**config.mk**
```make
export PLATFORM = sky130hd
export DESIGN_NAME = nfc_converter
export DESIGN_NICKNAME = d
export VERILOG_FILES = /design/src/design/nfc_pkg.sv /design/src/design/nfc_converter.sv
export SDC_FILE = /design/constraint.sdc
export NUM_CORES = 1
export LEC_CHECK = 0
export BUFFER_PORTS_ARGS = -buffer_cell sky130_fd_sc_hd__buf_2
export CAP_MARGIN = 10
export CORE_UTILIZATION = 25
export DETAILED_ROUTE_END_ITERATION = 6
export HOLD_SLACK_MARGIN = 0.03
export PLACE_DENSITY = 0.44
export SYNTH_ARGS = -nofsm -noshare
export SYNTH_HDL_FRONTEND = slang
export SYNTH_SLANG_ARGS = --single-unit
```
**constraint.sdc**
```tcl
create_clock -name i_sys_clk -period 2.35 [get_ports i_sys_clk]
set_input_delay 0.5875 -clock i_sys_clk [delete_from_list [all_inputs] [get_ports i_sys_clk]]
set_output_delay 0.5875 -clock i_sys_clk [all_outputs]
set_load 0.03 [all_outputs]
```
**src/design/nfc_pkg.sv**
```systemverilog
// Constants and types for the numeric format converter datapath.
// Assumes a single clock domain shared with the instruction sequencer.
package nfc_pkg;

  // ---------------------------------------------------------------
  // Operations and states
  // ---------------------------------------------------------------
  typedef enum logic [3:0] {
    dword_to_word_op  = 4'h0,
    word_to_dword_op  = 4'h1,
    byte_to_word_op   = 4'h2,
    word_to_byte_op   = 4'h3,
    real_round_op     = 4'h4,
    real_truncate_op  = 4'h5,
    segment_encode_op = 4'h6,
    ascii_to_hex_op   = 4'h7,
    hex_to_ascii_op   = 4'h8,
    word_to_text_op   = 4'h9,
    dword_to_text_op  = 4'ha,
    real_to_text_op   = 4'hb
  } nfc_op_type;

  typedef enum logic [1:0] {
    ST_IDLE = 2'h0,
    ST_RUN  = 2'h1
  } nfc_state_type;

  // ---------------------------------------------------------------
  // Error codes, characters, fields
  // ---------------------------------------------------------------
  localparam logic [15:0] ERR_NONE     = 16'h0000;
  localparam logic [15:0] ERR_IND_ADDR = 16'h0006;
  localparam logic [15:0] ERR_RANGE    = 16'h0091;

  localparam int          TEXT_LEN     = 8;
  localparam logic [2:0]  MAX_FRAC     = 3'h5;
  localparam int          FMT_SEP_BIT  = 3;

  localparam logic [7:0]  CH_ZERO      = 8'h30;
  localparam logic [7:0]  CH_NINE      = 8'h39;
  localparam logic [7:0]  CH_A         = 8'h41;
  localparam logic [7:0]  CH_F         = 8'h46;
  localparam logic [7:0]  CH_SPACE     = 8'h20;
  localparam logic [7:0]  CH_MINUS     = 8'h2d;
  localparam logic [7:0]  CH_COMMA     = 8'h2c;
  localparam logic [7:0]  CH_PERIOD    = 8'h2e;
  localparam logic [7:0]  HEX_TEN      = 8'h0a;

  // Exponent limits of a single-precision real
  localparam logic [7:0]  EXP_INVALID  = 8'hff;
  localparam logic [7:0]  EXP_SMALL    = 8'h76;
  localparam logic [7:0]  EXP_TOO_BIG  = 8'h9f;

  // Segment patterns, bit 0 = segment a
  localparam logic [7:0]  SEG_TABLE [16] = '{
    8'h3f, 8'h06, 8'h5b, 8'h4f, 8'h66, 8'h6d, 8'h7d, 8'h07,
    8'h7f, 8'h67, 8'h77, 8'h7c, 8'h39, 8'h5e, 8'h79, 8'h71
  };

  // Values after reset
  localparam logic [31:0] RST_RESULT   = 32'h0000_0000;
  localparam logic [63:0] RST_TEXT     = 64'h2020_2020_2020_2020;
  localparam logic [7:0]  RST_BYTE     = 8'h00;

endpackage

```
**src/design/nfc_converter.sv**
```systemverilog
// Conversion datapath of the controller instruction executor.
// Assumes the sequencer runs on i_sys_clk and holds inputs stable.

// What this block does
// - Dword narrowing overflow: flag, keep result, eno low
// - Word widening replicates the sign bit
// - Byte widening is unsigned, zero filled
// - Word to byte only 0..255, else overflow
// - Round up when fraction is half or more
// - Truncate keeps only whole part
// - Invalid real, result over 7FFFFFFF, or negative real of magnitude 2^32 or more: overflow, keep, eno low
// - Bad indirect address: eno low, code 0006
// - Segment uses low nibble only
// - Segment bit order and patterns 0..7
// - Segment patterns for nibbles 8..F
// - Valid hex characters 30-39, 41-46 only
// - Char count sets element count, max 255
// - ASCII to hex flags illegal character
// - Range exceeded: eno low, code 0091
// - Text output is always eight characters
// - Format upper nibble nonzero: illegal format
// - Zero fraction digits: no separator
// - Fraction count over five: all spaces
// - Separator comma when set, period when clear
// - Minus sign only before negative leading digit
// - Suppress leading zeros, right justify text
module nfc_converter
  import nfc_pkg::*;
(
  input  wire logic        i_sys_clk,
  input  wire logic        i_rst_n,
  input  wire logic        i_valid,
  input  wire nfc_op_type  i_opcode,
  input  wire logic [31:0] i_operand,
  input  wire logic [7:0]  i_char_count,
  input  wire logic [7:0]  i_format_byte,
  input  wire logic        i_addr_err,
  input  wire logic        i_range_err,
  input  wire logic [7:0]  i_elem_data,
  output logic             o_busy,
  output logic             o_done,
  output logic             o_dest_write,
  output logic [31:0]      o_result,
  output logic [63:0]      o_text,
  output logic             o_enable_out,
  output logic [15:0]      o_error_code,
  output logic             o_overflow_flag,
  output logic             o_illegal_ascii_flag,
  output logic             o_illegal_format,
  output logic [7:0]       o_elem_index,
  output logic             o_elem_valid,
  output logic [7:0]       o_elem_out
);

  // ---------------------------------------------------------------
  // Helpers
  // ---------------------------------------------------------------
  function automatic logic [32:0] real_to_int(logic [31:0] r, logic rnd);
    logic [63:0] q;
    logic [32:0] mag;
    logic        ovf;
    q   = '0;
    mag = '0;
    ovf = 1'b0;
    if (r[30:23] == EXP_INVALID || r[30:23] >= EXP_TOO_BIG) begin
      ovf = 1'b1;
    end else if (r[30:23] >= EXP_SMALL) begin
      q   = 64'({1'b1, r[22:0]}) << (r[30:23] - EXP_SMALL);
      mag = {1'b0, q[63:32]} + 33'(rnd & q[31]);
    end
    if (mag > (r[31] ? 33'h1_0000_0000 : 33'h0_7fff_ffff)) begin
      ovf = 1'b1;
    end
    return {ovf, (r[31] ? 32'(-mag) : mag[31:0])};
  endfunction

  function automatic logic [63:0] fmt_text(logic [15:0] v, logic [2:0] n,
                                           logic c);
    logic [16:0] rem;
    logic [63:0] t;
    logic [3:0]  di;
    logic        sepd;
    logic        fin;
    t    = RST_TEXT;
    rem  = v[15] ? 17'(-{v[15], v}) : {1'b0, v};
    di   = 4'h0;
    sepd = (n == 3'h0);
    fin  = 1'b0;
    for (int p = TEXT_LEN - 1; p >= 0; p--) begin
      if (!fin) begin
        if (di == {1'b0, n} && !sepd) begin
          t[p*8 +: 8] = c ? CH_COMMA : CH_PERIOD;
          sepd = 1'b1;
        end else if (di <= {1'b0, n} || rem != 17'h00000) begin
          t[p*8 +: 8] = CH_ZERO + 8'(rem % 17'h0000a);
          rem = rem / 17'h0000a;
          di  = di + 4'h1;
        end else begin
          if (v[15]) begin
            t[p*8 +: 8] = CH_MINUS;
          end
          fin = 1'b1;
        end
      end
    end
    return t;
  endfunction

  // ---------------------------------------------------------------
  // State
  // ---------------------------------------------------------------
  nfc_state_type state_ff, nxt_state;
  nfc_op_type    op_ff, nxt_op;
  logic [7:0]    count_ff, nxt_count;
  logic [7:0]    index_ff, nxt_index;
  logic          done_ff, nxt_done;
  logic          write_ff, nxt_write;
  logic          eno_ff, nxt_eno;
  logic [15:0]   err_ff, nxt_err;
  logic [31:0]   result_ff, nxt_result;
  logic [63:0]   text_ff, nxt_text;
  logic          ovf_ff, nxt_ovf;
  logic          ill_ff, nxt_ill;
  logic          fmt_err_ff, nxt_fmt_err;
  logic          elem_valid_ff, nxt_elem_valid;
  logic [7:0]    elem_out_ff, nxt_elem_out;
  logic [32:0]   conv;
  logic          take;
  logic          chr_ok;

  assign take   = i_valid && state_ff == ST_IDLE;
  assign chr_ok = (i_elem_data >= CH_ZERO && i_elem_data <= CH_NINE) ||
                  (i_elem_data >= CH_A && i_elem_data <= CH_F);

  // ---------------------------------------------------------------
  // Next-state logic
  // ---------------------------------------------------------------
  always_comb begin
    nxt_state      = state_ff;
    nxt_op         = op_ff;
    nxt_count      = count_ff;
    nxt_index      = index_ff;
    nxt_done       = 1'b0;
    nxt_write      = 1'b0;
    nxt_eno        = eno_ff;
    nxt_err        = err_ff;
    nxt_result     = result_ff;
    nxt_text       = text_ff;
    nxt_ovf        = ovf_ff;
    nxt_ill        = ill_ff;
    nxt_fmt_err    = fmt_err_ff;
    nxt_elem_valid = 1'b0;
    nxt_elem_out   = elem_out_ff;
    conv = real_to_int(i_operand, i_opcode == real_round_op);
    unique case (state_ff)
      ST_IDLE: if (i_valid) begin
        nxt_eno     = 1'b1;
        nxt_err     = ERR_NONE;
        nxt_fmt_err = 1'b0;
        nxt_op      = i_opcode;
        nxt_done    = 1'b1;
        if (i_addr_err) begin
          nxt_eno = 1'b0;
          nxt_err = ERR_IND_ADDR;
        end else begin
          unique case (i_opcode)
            dword_to_word_op: begin
              nxt_ovf = !(&i_operand[31:15] || ~|i_operand[31:15]);
              nxt_eno = !nxt_ovf;
              if (!nxt_ovf) begin
                nxt_result = {16'h0000, i_operand[15:0]};
                nxt_write  = 1'b1;
              end
            end
            word_to_dword_op: begin
              nxt_result = {{16{i_operand[15]}}, i_operand[15:0]};
              nxt_write  = 1'b1;
            end
            byte_to_word_op: begin
              nxt_result = {24'h000000, i_operand[7:0]};
              nxt_write  = 1'b1;
            end
            word_to_byte_op: begin
              nxt_ovf = |i_operand[15:8];
              nxt_eno = !nxt_ovf;
              if (!nxt_ovf) begin
                nxt_result = {24'h000000, i_operand[7:0]};
                nxt_write  = 1'b1;
              end
            end
            real_round_op, real_truncate_op: begin
              nxt_ovf = conv[32];
              nxt_eno = !conv[32];
              if (!conv[32]) begin
                nxt_result = conv[31:0];
                nxt_write  = 1'b1;
              end
            end
            segment_encode_op: begin
              nxt_result = {24'h000000, SEG_TABLE[i_operand[3:0]]};
              nxt_write  = 1'b1;
            end
            ascii_to_hex_op, hex_to_ascii_op: begin
              if (i_opcode == ascii_to_hex_op) begin
                nxt_ill = 1'b0;
              end
              if (i_range_err) begin
                nxt_eno = 1'b0;
                nxt_err = ERR_RANGE;
              end else if (i_char_count != RST_BYTE) begin
                nxt_done  = 1'b0;
                nxt_state = ST_RUN;
                nxt_count = i_char_count;
                nxt_index = RST_BYTE;
              end
            end
            word_to_text_op: begin
              if (|i_format_byte[7:4]) begin
                nxt_fmt_err = 1'b1;
                nxt_eno     = 1'b0;
              end else if (i_format_byte[2:0] > MAX_FRAC) begin
                nxt_text  = RST_TEXT;
                nxt_eno   = 1'b0;
                nxt_write = 1'b1;
              end else begin
                nxt_text  = fmt_text(i_operand[15:0], i_format_byte[2:0],
                                     i_format_byte[FMT_SEP_BIT]);
                nxt_write = 1'b1;
              end
            end
            default: begin
              nxt_eno = 1'b0;
            end
          endcase
        end
      end
      ST_RUN: begin
        nxt_index      = index_ff + 8'h01;
        nxt_count      = count_ff - 8'h01;
        nxt_elem_valid = 1'b1;
        if (op_ff == ascii_to_hex_op) begin
          nxt_elem_out = i_elem_data - ((i_elem_data <= CH_NINE) ?
                         CH_ZERO : (CH_A - HEX_TEN));
          if (!chr_ok) begin
            nxt_ill        = 1'b1;
            nxt_eno        = 1'b0;
            nxt_elem_valid = 1'b0;
            nxt_done       = 1'b1;
            nxt_state      = ST_IDLE;
          end
        end else begin
          nxt_elem_out = {4'h0, i_elem_data[3:0]} +
                         ((i_elem_data[3:0] < 4'ha) ? CH_ZERO :
                          (CH_A - HEX_TEN));
        end
        if (count_ff == 8'h01 && nxt_state == ST_RUN) begin
          nxt_done  = 1'b1;
          nxt_write = 1'b1;
          nxt_state = ST_IDLE;
        end
      end
    endcase
  end

  // ---------------------------------------------------------------
  // Sequencing registers
  // ---------------------------------------------------------------
  always_ff @(posedge i_sys_clk or negedge i_rst_n) begin
    if (!i_rst_n) begin
      state_ff <= ST_IDLE;
      op_ff    <= dword_to_word_op;
      count_ff <= RST_BYTE;
      index_ff <= RST_BYTE;
      done_ff  <= 1'b0;
      write_ff <= 1'b0;
    end else begin
      state_ff <= nxt_state;
      op_ff    <= nxt_op;
      count_ff <= nxt_count;
      index_ff <= nxt_index;
      done_ff  <= nxt_done;
      write_ff <= nxt_write;
    end
  end

  // ---------------------------------------------------------------
  // Result and status registers
  // ---------------------------------------------------------------
  always_ff @(posedge i_sys_clk or negedge i_rst_n) begin
    if (!i_rst_n) begin
      result_ff     <= RST_RESULT;
      text_ff       <= RST_TEXT;
      eno_ff        <= 1'b0;
      err_ff        <= ERR_NONE;
      ovf_ff        <= 1'b0;
      ill_ff        <= 1'b0;
      fmt_err_ff    <= 1'b0;
      elem_valid_ff <= 1'b0;
      elem_out_ff   <= RST_BYTE;
    end else begin
      result_ff     <= nxt_result;
      text_ff       <= nxt_text;
      eno_ff        <= nxt_eno;
      err_ff        <= nxt_err;
      ovf_ff        <= nxt_ovf;
      ill_ff        <= nxt_ill;
      fmt_err_ff    <= nxt_fmt_err;
      elem_valid_ff <= nxt_elem_valid;
      elem_out_ff   <= nxt_elem_out;
    end
  end

  assign o_busy               = state_ff[0];
  assign o_done               = done_ff;
  assign o_dest_write         = write_ff;
  assign o_result             = result_ff;
  assign o_text               = text_ff;
  assign o_enable_out         = eno_ff;
  assign o_error_code         = err_ff;
  assign o_overflow_flag      = ovf_ff;
  assign o_illegal_ascii_flag = ill_ff;
  assign o_illegal_format     = fmt_err_ff;
  assign o_elem_index         = index_ff;
  assign o_elem_valid         = elem_valid_ff;
  assign o_elem_out           = elem_out_ff;
endmodule

```
==> results of run 1 <==
## flip-flops by register name (all words and copies together), names as in the netlist
name,flops
o_text,64
o_result,32
count_ff,8
o_elem_index,8
o_elem_out,8
op_ff,4
o_error_code,2
state_ff,2
o_dest_write,1
o_done,1
o_elem_valid,1
o_enable_out,1
o_illegal_ascii_flag,1
o_illegal_format,1
o_overflow_flag,1
## critical path: cells and delay by family
kind / cells / cell delay [ns]
compound gates: 31 / 5.34
xor+xnor: 2 / 0.28
fa+ha+maj: 8 / 1.79
buf+inv: 7 / 0.83
mux: 4 / 1.21
simple gates: 22 / 4.83
## cells by family after synthesis
kind of cell               Yosys count  synth area share (%)
and+or+nand+nor                    973                  25.3
AOI/OAI and AO/OA                  873                  32.4
buffers and inverters              235                  5.33
DFF                                135                  18.1
xor gates and xnor gates           125                  6.16
adders and majority gates           97                  6.53
muxes                               87                  6.09
other                                2                0.0400
## power by group through the flow
stage	Sequential, uW	Combinational [uW]	Clock [uW]
after detailed placement	2570	35900	0
after CTS	2530	41600	2740
after global routing	2550	48200	2820
after floorplan	2670	20100	0
after global placement	2570	35500	0
final	2530	44600	2680
## worst max-delay path by stage
stage / cells after the start / slack [ns] / start / end
floorplan: 77 / -12.63 / i_operand[6] / o_text[3]$_DFFE_PN0P_
global placement: 75 / -12.78 / i_operand[1] / o_text[3]$_DFFE_PN0P_
detailed placement: 74 / -13.16 / i_operand[1] / o_text[2]$_DFFE_PN0P_
CTS: 75 / -12.00 / i_operand[5] / o_text[3]$_DFFE_PN0P_
global route: 75 / -12.80 / i_operand[3] / o_text[2]$_DFFE_PN0P_
finish: 74 / -12.16 / i_operand[3] / o_text[2]$_DFFE_PN0P_
## stage by stage
stage | hold slack, ns | utilization (%) | instances | TNS (ns) | cell area [sq um]
floorplan | 0.292 | - | 2544 | -576.70 | 19900
CTS | 0.362 | 41.2 | 4610 | -573.57 | 30600
finish | 0.373 | 43.5 | 4671 | -578.14 | 32300
global placement | 0.458 | 38.4 | 4503 | -635.76 | 28500
detailed placement | 0.461 | 38.4 | 4503 | -654.47 | 28500
global route | 0.375 | 43.5 | 4667 | -615.09 | 32300
## routing by layer
layer,up-vias,GRT usage (%),share of wire [%]
li1,11800,-,-
met1,12000,29.8,45
met2,576,39.0,49
met3,106,1.88,3.5
met4,0,5.03,1.9
met5,-,0,0
## cell usage in the layout (no fill, tap or decap), types with 29 or more instances in the layout
cell type and count:
buf_4 1030, nand2_1 254, nor2_1 217, buf_2 182
o21ai_0 131, dfrtp_1 127, a21oi_1 120, ha_1 67
nor3_1 62, xnor2_1 56, o21ai_1 56, inv_1 54
buf_6 47, nand3_1 46, xor2_1 43, mux2i_1 39
nand4_1 37, a31oi_1 37, a21oi_2 36, a22o_1 34
o211ai_1 31, nor2b_1 29
## area by class of cell
class / instances / area, sq um / share of cell area (%)
multi-input combinational: 2174 / 17100 / 53.0
timing repair buffer: 1289 / 9770 / 30.2
sequential: 135 / 3390 / 10.5
tap: 969 / 1210 / 3.75
clock buffer: 19 / 453 / 1.40
inverter: 67 / 251 / 0.778
clock inverter: 13 / 113 / 0.348
antenna: 5 / 12.5 / 0.0387
## timing repair
item / in CTS / in global routing
cloned: 0 / 8
hold endpoints to repair: 14 / 0
buffers inserted: 77 / 64
resized for setup: 212 / 247
pin swaps: 98 / 153
setup endpoints to repair: 89 / 93
hold buffers: 1 / 0
==> impl_metrics.env, run 1 <==
export IMPL_skew_ns=0.0168
export IMPL_ys_seq_area_share_pct=18.1
export IMPL_ys_ff_latch=135
export IMPL_globalRouteTotalUtil_pct=22.4
export IMPL_grt_pass1_wl_um=136000
export IMPL_std_cell_rows=100
export IMPL_finalPower_uw=49800
export IMPL_overflow=0
export IMPL_p_clk_share_pct=5.4
export IMPL_leakage_uw=0.0150
export IMPL_crit_path_top_delay_cell="or4_4"
export IMPL_syn_inst=2527
export IMPL_finalHoldViolations=0
export IMPL_antenna_found_initial=6
export IMPL_switchingPower_uw=22600
export IMPL_finalSetupViolations=89
export IMPL_netlist_area_leader_share_pct=16.9
export IMPL_r2r_start="state_ff[0]$_DFFE_PN0P_"
export IMPL_start_kind="input pin"
export IMPL_synth_common_cells="nand2_1, nor2_1, o21ai_0, a21oi_1, dfrtp_1"
export IMPL_worstMarginPinSlew_ns=0.830
export IMPL_hpwl_um=71100
export IMPL_wirelength_um=89200
export IMPL_combPwrFrac_pct=89.5
export IMPL_die_area_sq_um=76200
export IMPL_die_height_um=276
export IMPL_status="finished, violations left"
export IMPL_final_nets=3844
export IMPL_port_buffers=189
export IMPL_gp_congestion=0.926
export IMPL_ir_drop_uv=1670
export IMPL_place_ws_ns=-13.16
export IMPL_power_density_nw_per_um2=1540
export IMPL_drt_iter0_markers=1689
export IMPL_synth_main_ff_cell="dfrtp_1"
export IMPL_slew_viol_final=0
export IMPL_via_per_inst=5.24
export IMPL_rsz0062_at_grt="true"
export IMPL_dr_pass1_iters=6
export IMPL_crit_required_ns=2.68
export IMPL_cp_arrival_ns=14.84
export IMPL_insertion_delay_ns=0.46
export IMPL_wl_per_cell_um=19.1
export IMPL_grt_pass1_vias=24200
export IMPL_switching_share_pct=45.4
export IMPL_r2r_cells=10
export IMPL_slew_headroom_pct=44.3
export IMPL_hold_start="i_char_count[4]"
export IMPL_root_buffer="clkbuf_16"
export IMPL_die_width_um=276
export IMPL_synth_most_common_cell="nand2_1"
export IMPL_cts_max_level=4
export IMPL_crit_type="input pin to flip-flop"
export IMPL_netlist_top_cells_area="dfrtp_1, ha_1, nand2_1"
export IMPL_max_freq_mhz=68.9
export IMPL_synth_distinct_cells=124
export IMPL_ys_async_sr_fraction_pct=100
export IMPL_crit_top_cell="ha_4"
export IMPL_syn_area_sq_um=18800
export IMPL_cp_max_fo=8
export IMPL_initial_core_util_pct=25.2
export IMPL_avgSynthCellArea_sq_um=7.43
export IMPL_worstReg2RegEnd="o_text[31]$_DFFE_PN0P_"
export IMPL_synth_edff_count=0
export IMPL_remaining_drc_errors=0
export IMPL_grt_max_degree=52
export IMPL_syn_to_final_growth_pct=72.4
export IMPL_fin_crit_sh_pct=618
export IMPL_hold_path_class="input pin to flip-flop"
export IMPL_seq_power_share_pct=5.1
export IMPL_pin_count=201
export IMPL_internal_power_uw=27200
export IMPL_final_fill_count=7471
export IMPL_drtAntennaViolNets=0
export IMPL_min_to="count_ff[4]$_DFFE_PN0P_"
export IMPL_yosysTopAreaCell="dfrtp_1"
export IMPL_min_period_ns=14.51
export IMPL_clockBufferDepth=2
export IMPL_layout_setup_ws_ns=-12.16
export IMPL_cts_sinks=135
export IMPL_via_count=24500
export IMPL_min_path_cells=3
export IMPL_synth_yosys_warnings=0
export IMPL_clk_pin_slew_ns=0.06
export IMPL_reg2reg_slack_ns=-0.01
export IMPL_cts_inserted_buffers=17
export IMPL_end_kind="flip-flop"
export IMPL_cp_slowest_stage_delay_ns=0.57
export IMPL_cap_violations=0
export IMPL_coreArea_sq_um=74300
export IMPL_layout_drive_gt1_share_pct=49.9
export IMPL_cts_tree="built"
export IMPL_violations="negative setup slack"
No activity file was read; power rests on OpenSTA's default activity.
==> run 2: changes to the inputs <==
==> config.mk (replaced) <==
export PLATFORM = sky130hd
export DESIGN_NAME = nfc_converter
export DESIGN_NICKNAME = d
export VERILOG_FILES = /design/src/design/nfc_pkg.sv /design/src/design/nfc_converter.sv
export SDC_FILE = /design/constraint.sdc
export NUM_CORES = 1
export LEC_CHECK = 0
export BUFFER_PORTS_ARGS = -buffer_cell sky130_fd_sc_hd__buf_4
export CAP_MARGIN = 10
export CORE_UTILIZATION = 55
export DETAILED_ROUTE_END_ITERATION = 6
export HOLD_SLACK_MARGIN = 0.03
export PLACE_DENSITY = 0.8
export SYNTH_ARGS = -nofsm -noshare
export SYNTH_HDL_FRONTEND = slang
export SYNTH_SLANG_ARGS = --single-unit
==> impl_metrics.env, run 2 <==
export IMPL_status="stopped before the end"
export IMPL_lastStage="global routing (5_1_grt)"
export IMPL_error="[ERROR GRT-0232] Routing congestion too high. Check the congestion heatmap in the GUI."
export IMPL_netlist_top_cells_area="dfrtp_1, ha_1, nand2_1"
export IMPL_cts_inserted_buffers=17
export IMPL_cts_sinks=135
export IMPL_syn_area_sq_um=18800
export IMPL_synth_distinct_cells=124
export IMPL_dp_cells=3934
export IMPL_yosysTopAreaCell="dfrtp_1"
export IMPL_globalRouteTotalUtil_pct=82.8
export IMPL_synth_edff_count=0
export IMPL_netlist_area_leader_share_pct=16.9
export IMPL_cts_max_level=4
export IMPL_syn_inst=2527
export IMPL_avgSynthCellArea_sq_um=7.43
export IMPL_synth_main_ff_cell="dfrtp_1"
export IMPL_root_buffer="clkbuf_16"
export IMPL_overflow=240
export IMPL_ys_async_sr_fraction_pct=100
export IMPL_pin_count=201
export IMPL_die_width_um=187
export IMPL_hold_buffers=0
export IMPL_synth_yosys_warnings=0
export IMPL_grt_max_degree=49
export IMPL_clockBufferDepth=2
export IMPL_ys_seq_area_share_pct=18.1
export IMPL_die_height_um=187
export IMPL_initial_core_util_pct=56.0
export IMPL_hpwl_um=63600
export IMPL_gp_congestion=1.04
export IMPL_port_buffers=189
export IMPL_std_cell_rows=67
export IMPL_ys_ff_latch=135
export IMPL_synth_most_common_cell="nand2_1"
export IMPL_synth_common_cells="nand2_1, nor2_1, o21ai_0, a21oi_1, dfrtp_1"
==> run 2: cell counts after synthesis <==
No cell type changed its count.
==> run 2: layer usage <==
metal	GRT overflow	GRT usage, %
met1	2	82.1
met2	137	98.0
met3	8	68.9
met4	92	85.4
met5	1	35.9
==> run 2: cell families after synthesis <==
group,Yosys count,share of synthesized area (%)
other,2,0.0400
XOR/XNOR,125,6.16
buffers and inverters,235,5.33
adder cells (fa/ha/maj),97,6.53
flip-flops,135,18.1
multiplexers,87,6.09
AND/OR/NAND/NOR,973,25.3
AO/OA/AOI/OAI,873,32.4
==> run 2: metrics by stage <==
| stage | instance area, sq um | util, % | hold WS (ns) | worst slack, ns |
|---|---|---|---|---|
| floorplan | 19900 | - | 0.292 | -12.63 |
| global placement | 27900 | 83.3 | 0.460 | -12.53 |
| CTS | 29200 | 87.0 | 0.0417 | -12.55 |
| detailed placement | 27900 | 83.3 | 0.467 | -13.35 |
==> run 2: what timing repair did <==
action	in CTS
endpoints found under the setup margin	91
buffers inserted	27
pin swaps	48
gates resized for setup	99
==> run 3: changes to the inputs <==
--- a/config.mk
+++ b/config.mk
@@ -7,10 +7,9 @@
 export LEC_CHECK = 0
 export BUFFER_PORTS_ARGS = -buffer_cell sky130_fd_sc_hd__buf_4
 export CAP_MARGIN = 10
-export CORE_UTILIZATION = 55
+export CORE_UTILIZATION = 40
 export DETAILED_ROUTE_END_ITERATION = 6
-export HOLD_SLACK_MARGIN = 0.03
-export PLACE_DENSITY = 0.8
+export PLACE_DENSITY_LB_ADDON = 0.15
 export SYNTH_ARGS = -nofsm -noshare
 export SYNTH_HDL_FRONTEND = slang
 export SYNTH_SLANG_ARGS = --single-unit
==> constraint.sdc (replaced) <==
create_clock -name i_sys_clk -period 3.1 [get_ports i_sys_clk]
set_input_delay 0.775 -clock i_sys_clk [delete_from_list [all_inputs] [get_ports i_sys_clk]]
set_output_delay 0.775 -clock i_sys_clk [all_outputs]
set_load 0.03 [all_outputs]
==> impl_metrics.env, run 3 (synthesis gave the netlist of run 1 again) <==
export IMPL_status="finished, violations left"
export IMPL_violations="negative setup slack"
export IMPL_cp_arrival_ns=15.43
export IMPL_drt_iter0_markers=2095
export IMPL_max_freq_mhz=66.1
export IMPL_reg2reg_slack_ns=0.64
export IMPL_via_per_inst=5.83
export IMPL_crit_path_top_delay_cell="or4_4"
export IMPL_routed_top_layer="met4"
export IMPL_std_cell_rows=78
export IMPL_insertion_delay_ns=0.44
export IMPL_cp_max_fo=7
export IMPL_crit_required_ns=3.40
export IMPL_stdcell_count=4235
export IMPL_fin_crit_sh_pct=488
export IMPL_cp_top_family="compound AO/OA/AOI/OAI gates"
export IMPL_cap_violations=0
export IMPL_die_height_um=219
export IMPL_design_area_sq_um=31000
export IMPL_wl_per_cell_um=19.5
export IMPL_layout_drive_gt1_share_pct=46.2
export IMPL_die_width_um=219
export IMPL_hpwl_um=65000
export IMPL_globalRouteTotalUtil_pct=33.4
export IMPL_cts_sinks=135
export IMPL_clockBufferDepth=2
export IMPL_slew_headroom_pct=40.4
export IMPL_hold_path_class="input pin to asynchronous set/reset pin"
export IMPL_pin_count=201
export IMPL_hold_buffers=0
export IMPL_port_buffers=189
export IMPL_rsz0062_at_grt="true"
export IMPL_die_area_sq_um=47800
export IMPL_crit_type="input pin to flip-flop"
export IMPL_worst_path_buf_inv=7
export IMPL_antenna_found_initial=0
export IMPL_gp_congestion=0.982
export IMPL_mostFrequentLayoutCells="buf_4, nand2_1, nor2_1"
export IMPL_cp_slowest_stage_delay_ns=0.57
export IMPL_holdWs_ns=0.268
export IMPL_cts_tree="built"
export IMPL_multiInputGateArea_sq_um=16500
export IMPL_wl_met3_um=3760
export IMPL_final_common_cell="buf_4"
export IMPL_final_nets=3781
export IMPL_wirelength_um=82800
export IMPL_layout_setup_ws_ns=-12.03
export IMPL_dpl_cell_area_sq_um=28200
export IMPL_slew_viol_final=0
export IMPL_dr_pass1_iters=7
export IMPL_wl_met2_um=39900
export IMPL_cts_inserted_buffers=17
export IMPL_power_density_nw_per_um2=1190
export IMPL_initial_core_util_pct=40.9
export IMPL_overflow=0
export IMPL_fin_util_pct=67.5
export IMPL_start_kind="input pin"
export IMPL_drtAntennaViolNets=0
export IMPL_syn_to_final_growth_pct=65.0
export IMPL_cts_max_level=4
export IMPL_finalSetupViolations=89
export IMPL_ir_drop_uv=1440
export IMPL_skew_ns=0.0156
export IMPL_grt_pass1_vias=24200
export IMPL_leakage_uw=0.0144
export IMPL_remaining_drc_errors=0
export IMPL_setup_tns_ns=-552.58
export IMPL_clk_pin_slew_ns=0.06
export IMPL_via_count=24700
export IMPL_root_buffer="clkbuf_16"
export IMPL_coreArea_sq_um=45900
export IMPL_worstMarginPinSlew_ns=0.894
export IMPL_min_period_ns=15.13
export IMPL_end_kind="flip-flop"
export IMPL_met1_length_um=36100
export IMPL_grt_max_degree=54
export IMPL_largest_reg_flops=64
export IMPL_final_fill_count=3886
export IMPL_finalHoldViolations=0
export IMPL_dp_cells=4105
export IMPL_grt_pass1_wl_um=128000
export IMPL_seq_area_sq_um=3390
[run 3: layout make-up]
| type | instances | area share (%) |
|---|---|---|
| multi-input cells | 2174 | 53.3 |
| repair buffers | 1226 | 30.4 |
| flip-flops and latches | 135 | 10.9 |
| well taps | 600 | 2.42 |
| clock buffers | 18 | 1.42 |
| inverters | 67 | 0.844 |
| clock inverters | 14 | 0.610 |
| diodes | 1 | 0.00808 |
[run 3: power by group]
| part | internal, uW | switching (uW) |
|---|---|---|
| registers | 1840 | 76.9 |
| logic | 16800 | 15900 |
| clock network | 1310 | 914 |
[run 3: final timing paths]
| check | cells after the start | endpoint | startpoint |
|---|---|---|---|
| max | 73 | o_text[3]$_DFFE_PN0P_ | i_operand[5] |
| min in group i_sys_clk | 2 | o_text[47]$_DFFE_PN0P_ | o_text[47]$_DFFE_PN0P_ |
| max reg2reg | 10 | o_text[2]$_DFFE_PN0P_ | state_ff[0]$_DFFE_PN0P_ |
| min reg2reg | 2 | o_text[47]$_DFFE_PN0P_ | o_text[47]$_DFFE_PN0P_ |
| max in group asynchronous | 2 | o_text[7]$_DFFE_PN0P_ | i_rst_n |
| min | 1 | o_result[0]$_DFFE_PN0P_ | i_rst_n |
[run 3: timing repair]
action / in CTS / in global routing
endpoints found under the hold margin: 0 / 0
setup endpoints to repair: 89 / 89
buffers inserted: 47 / 53
gates resized for setup: 99 / 205
pin swaps: 75 / 136
[run 3: through the flow]
| step | worst slack [ns] | total power, uW |
|---|---|---|
| 6_report | -12.03 | 36800 |
| 5_1_grt | -12.67 | 39100 |
| 3_3_place_gp | -12.23 | 27600 |
| 3_5_place_dp | -12.55 | 28200 |
| 4_1_cts | -11.68 | 32000 |
| 2_1_floorplan | -12.06 | 17300 |
[run 3: per-layer routing]
layer	vias up	GRT usage, %
met5	-	0
met4	0	11.8
met3	187	3.06
met2	754	56.7
met1	12100	43.8
li1	11700	-
[run 3: worst register-to-register path, cell delays in order (launching register included)]
cell	delay, ns
dfrtp_1	0.45
nor2_1	0.17
nand2_1	0.10
nor2_1	0.17
and2_1	0.24
buf_4	0.19
nand2_1	0.14
a2111oi_0	0.50
buf_4	0.21
o221ai_4	0.10
o211ai_1	0.10
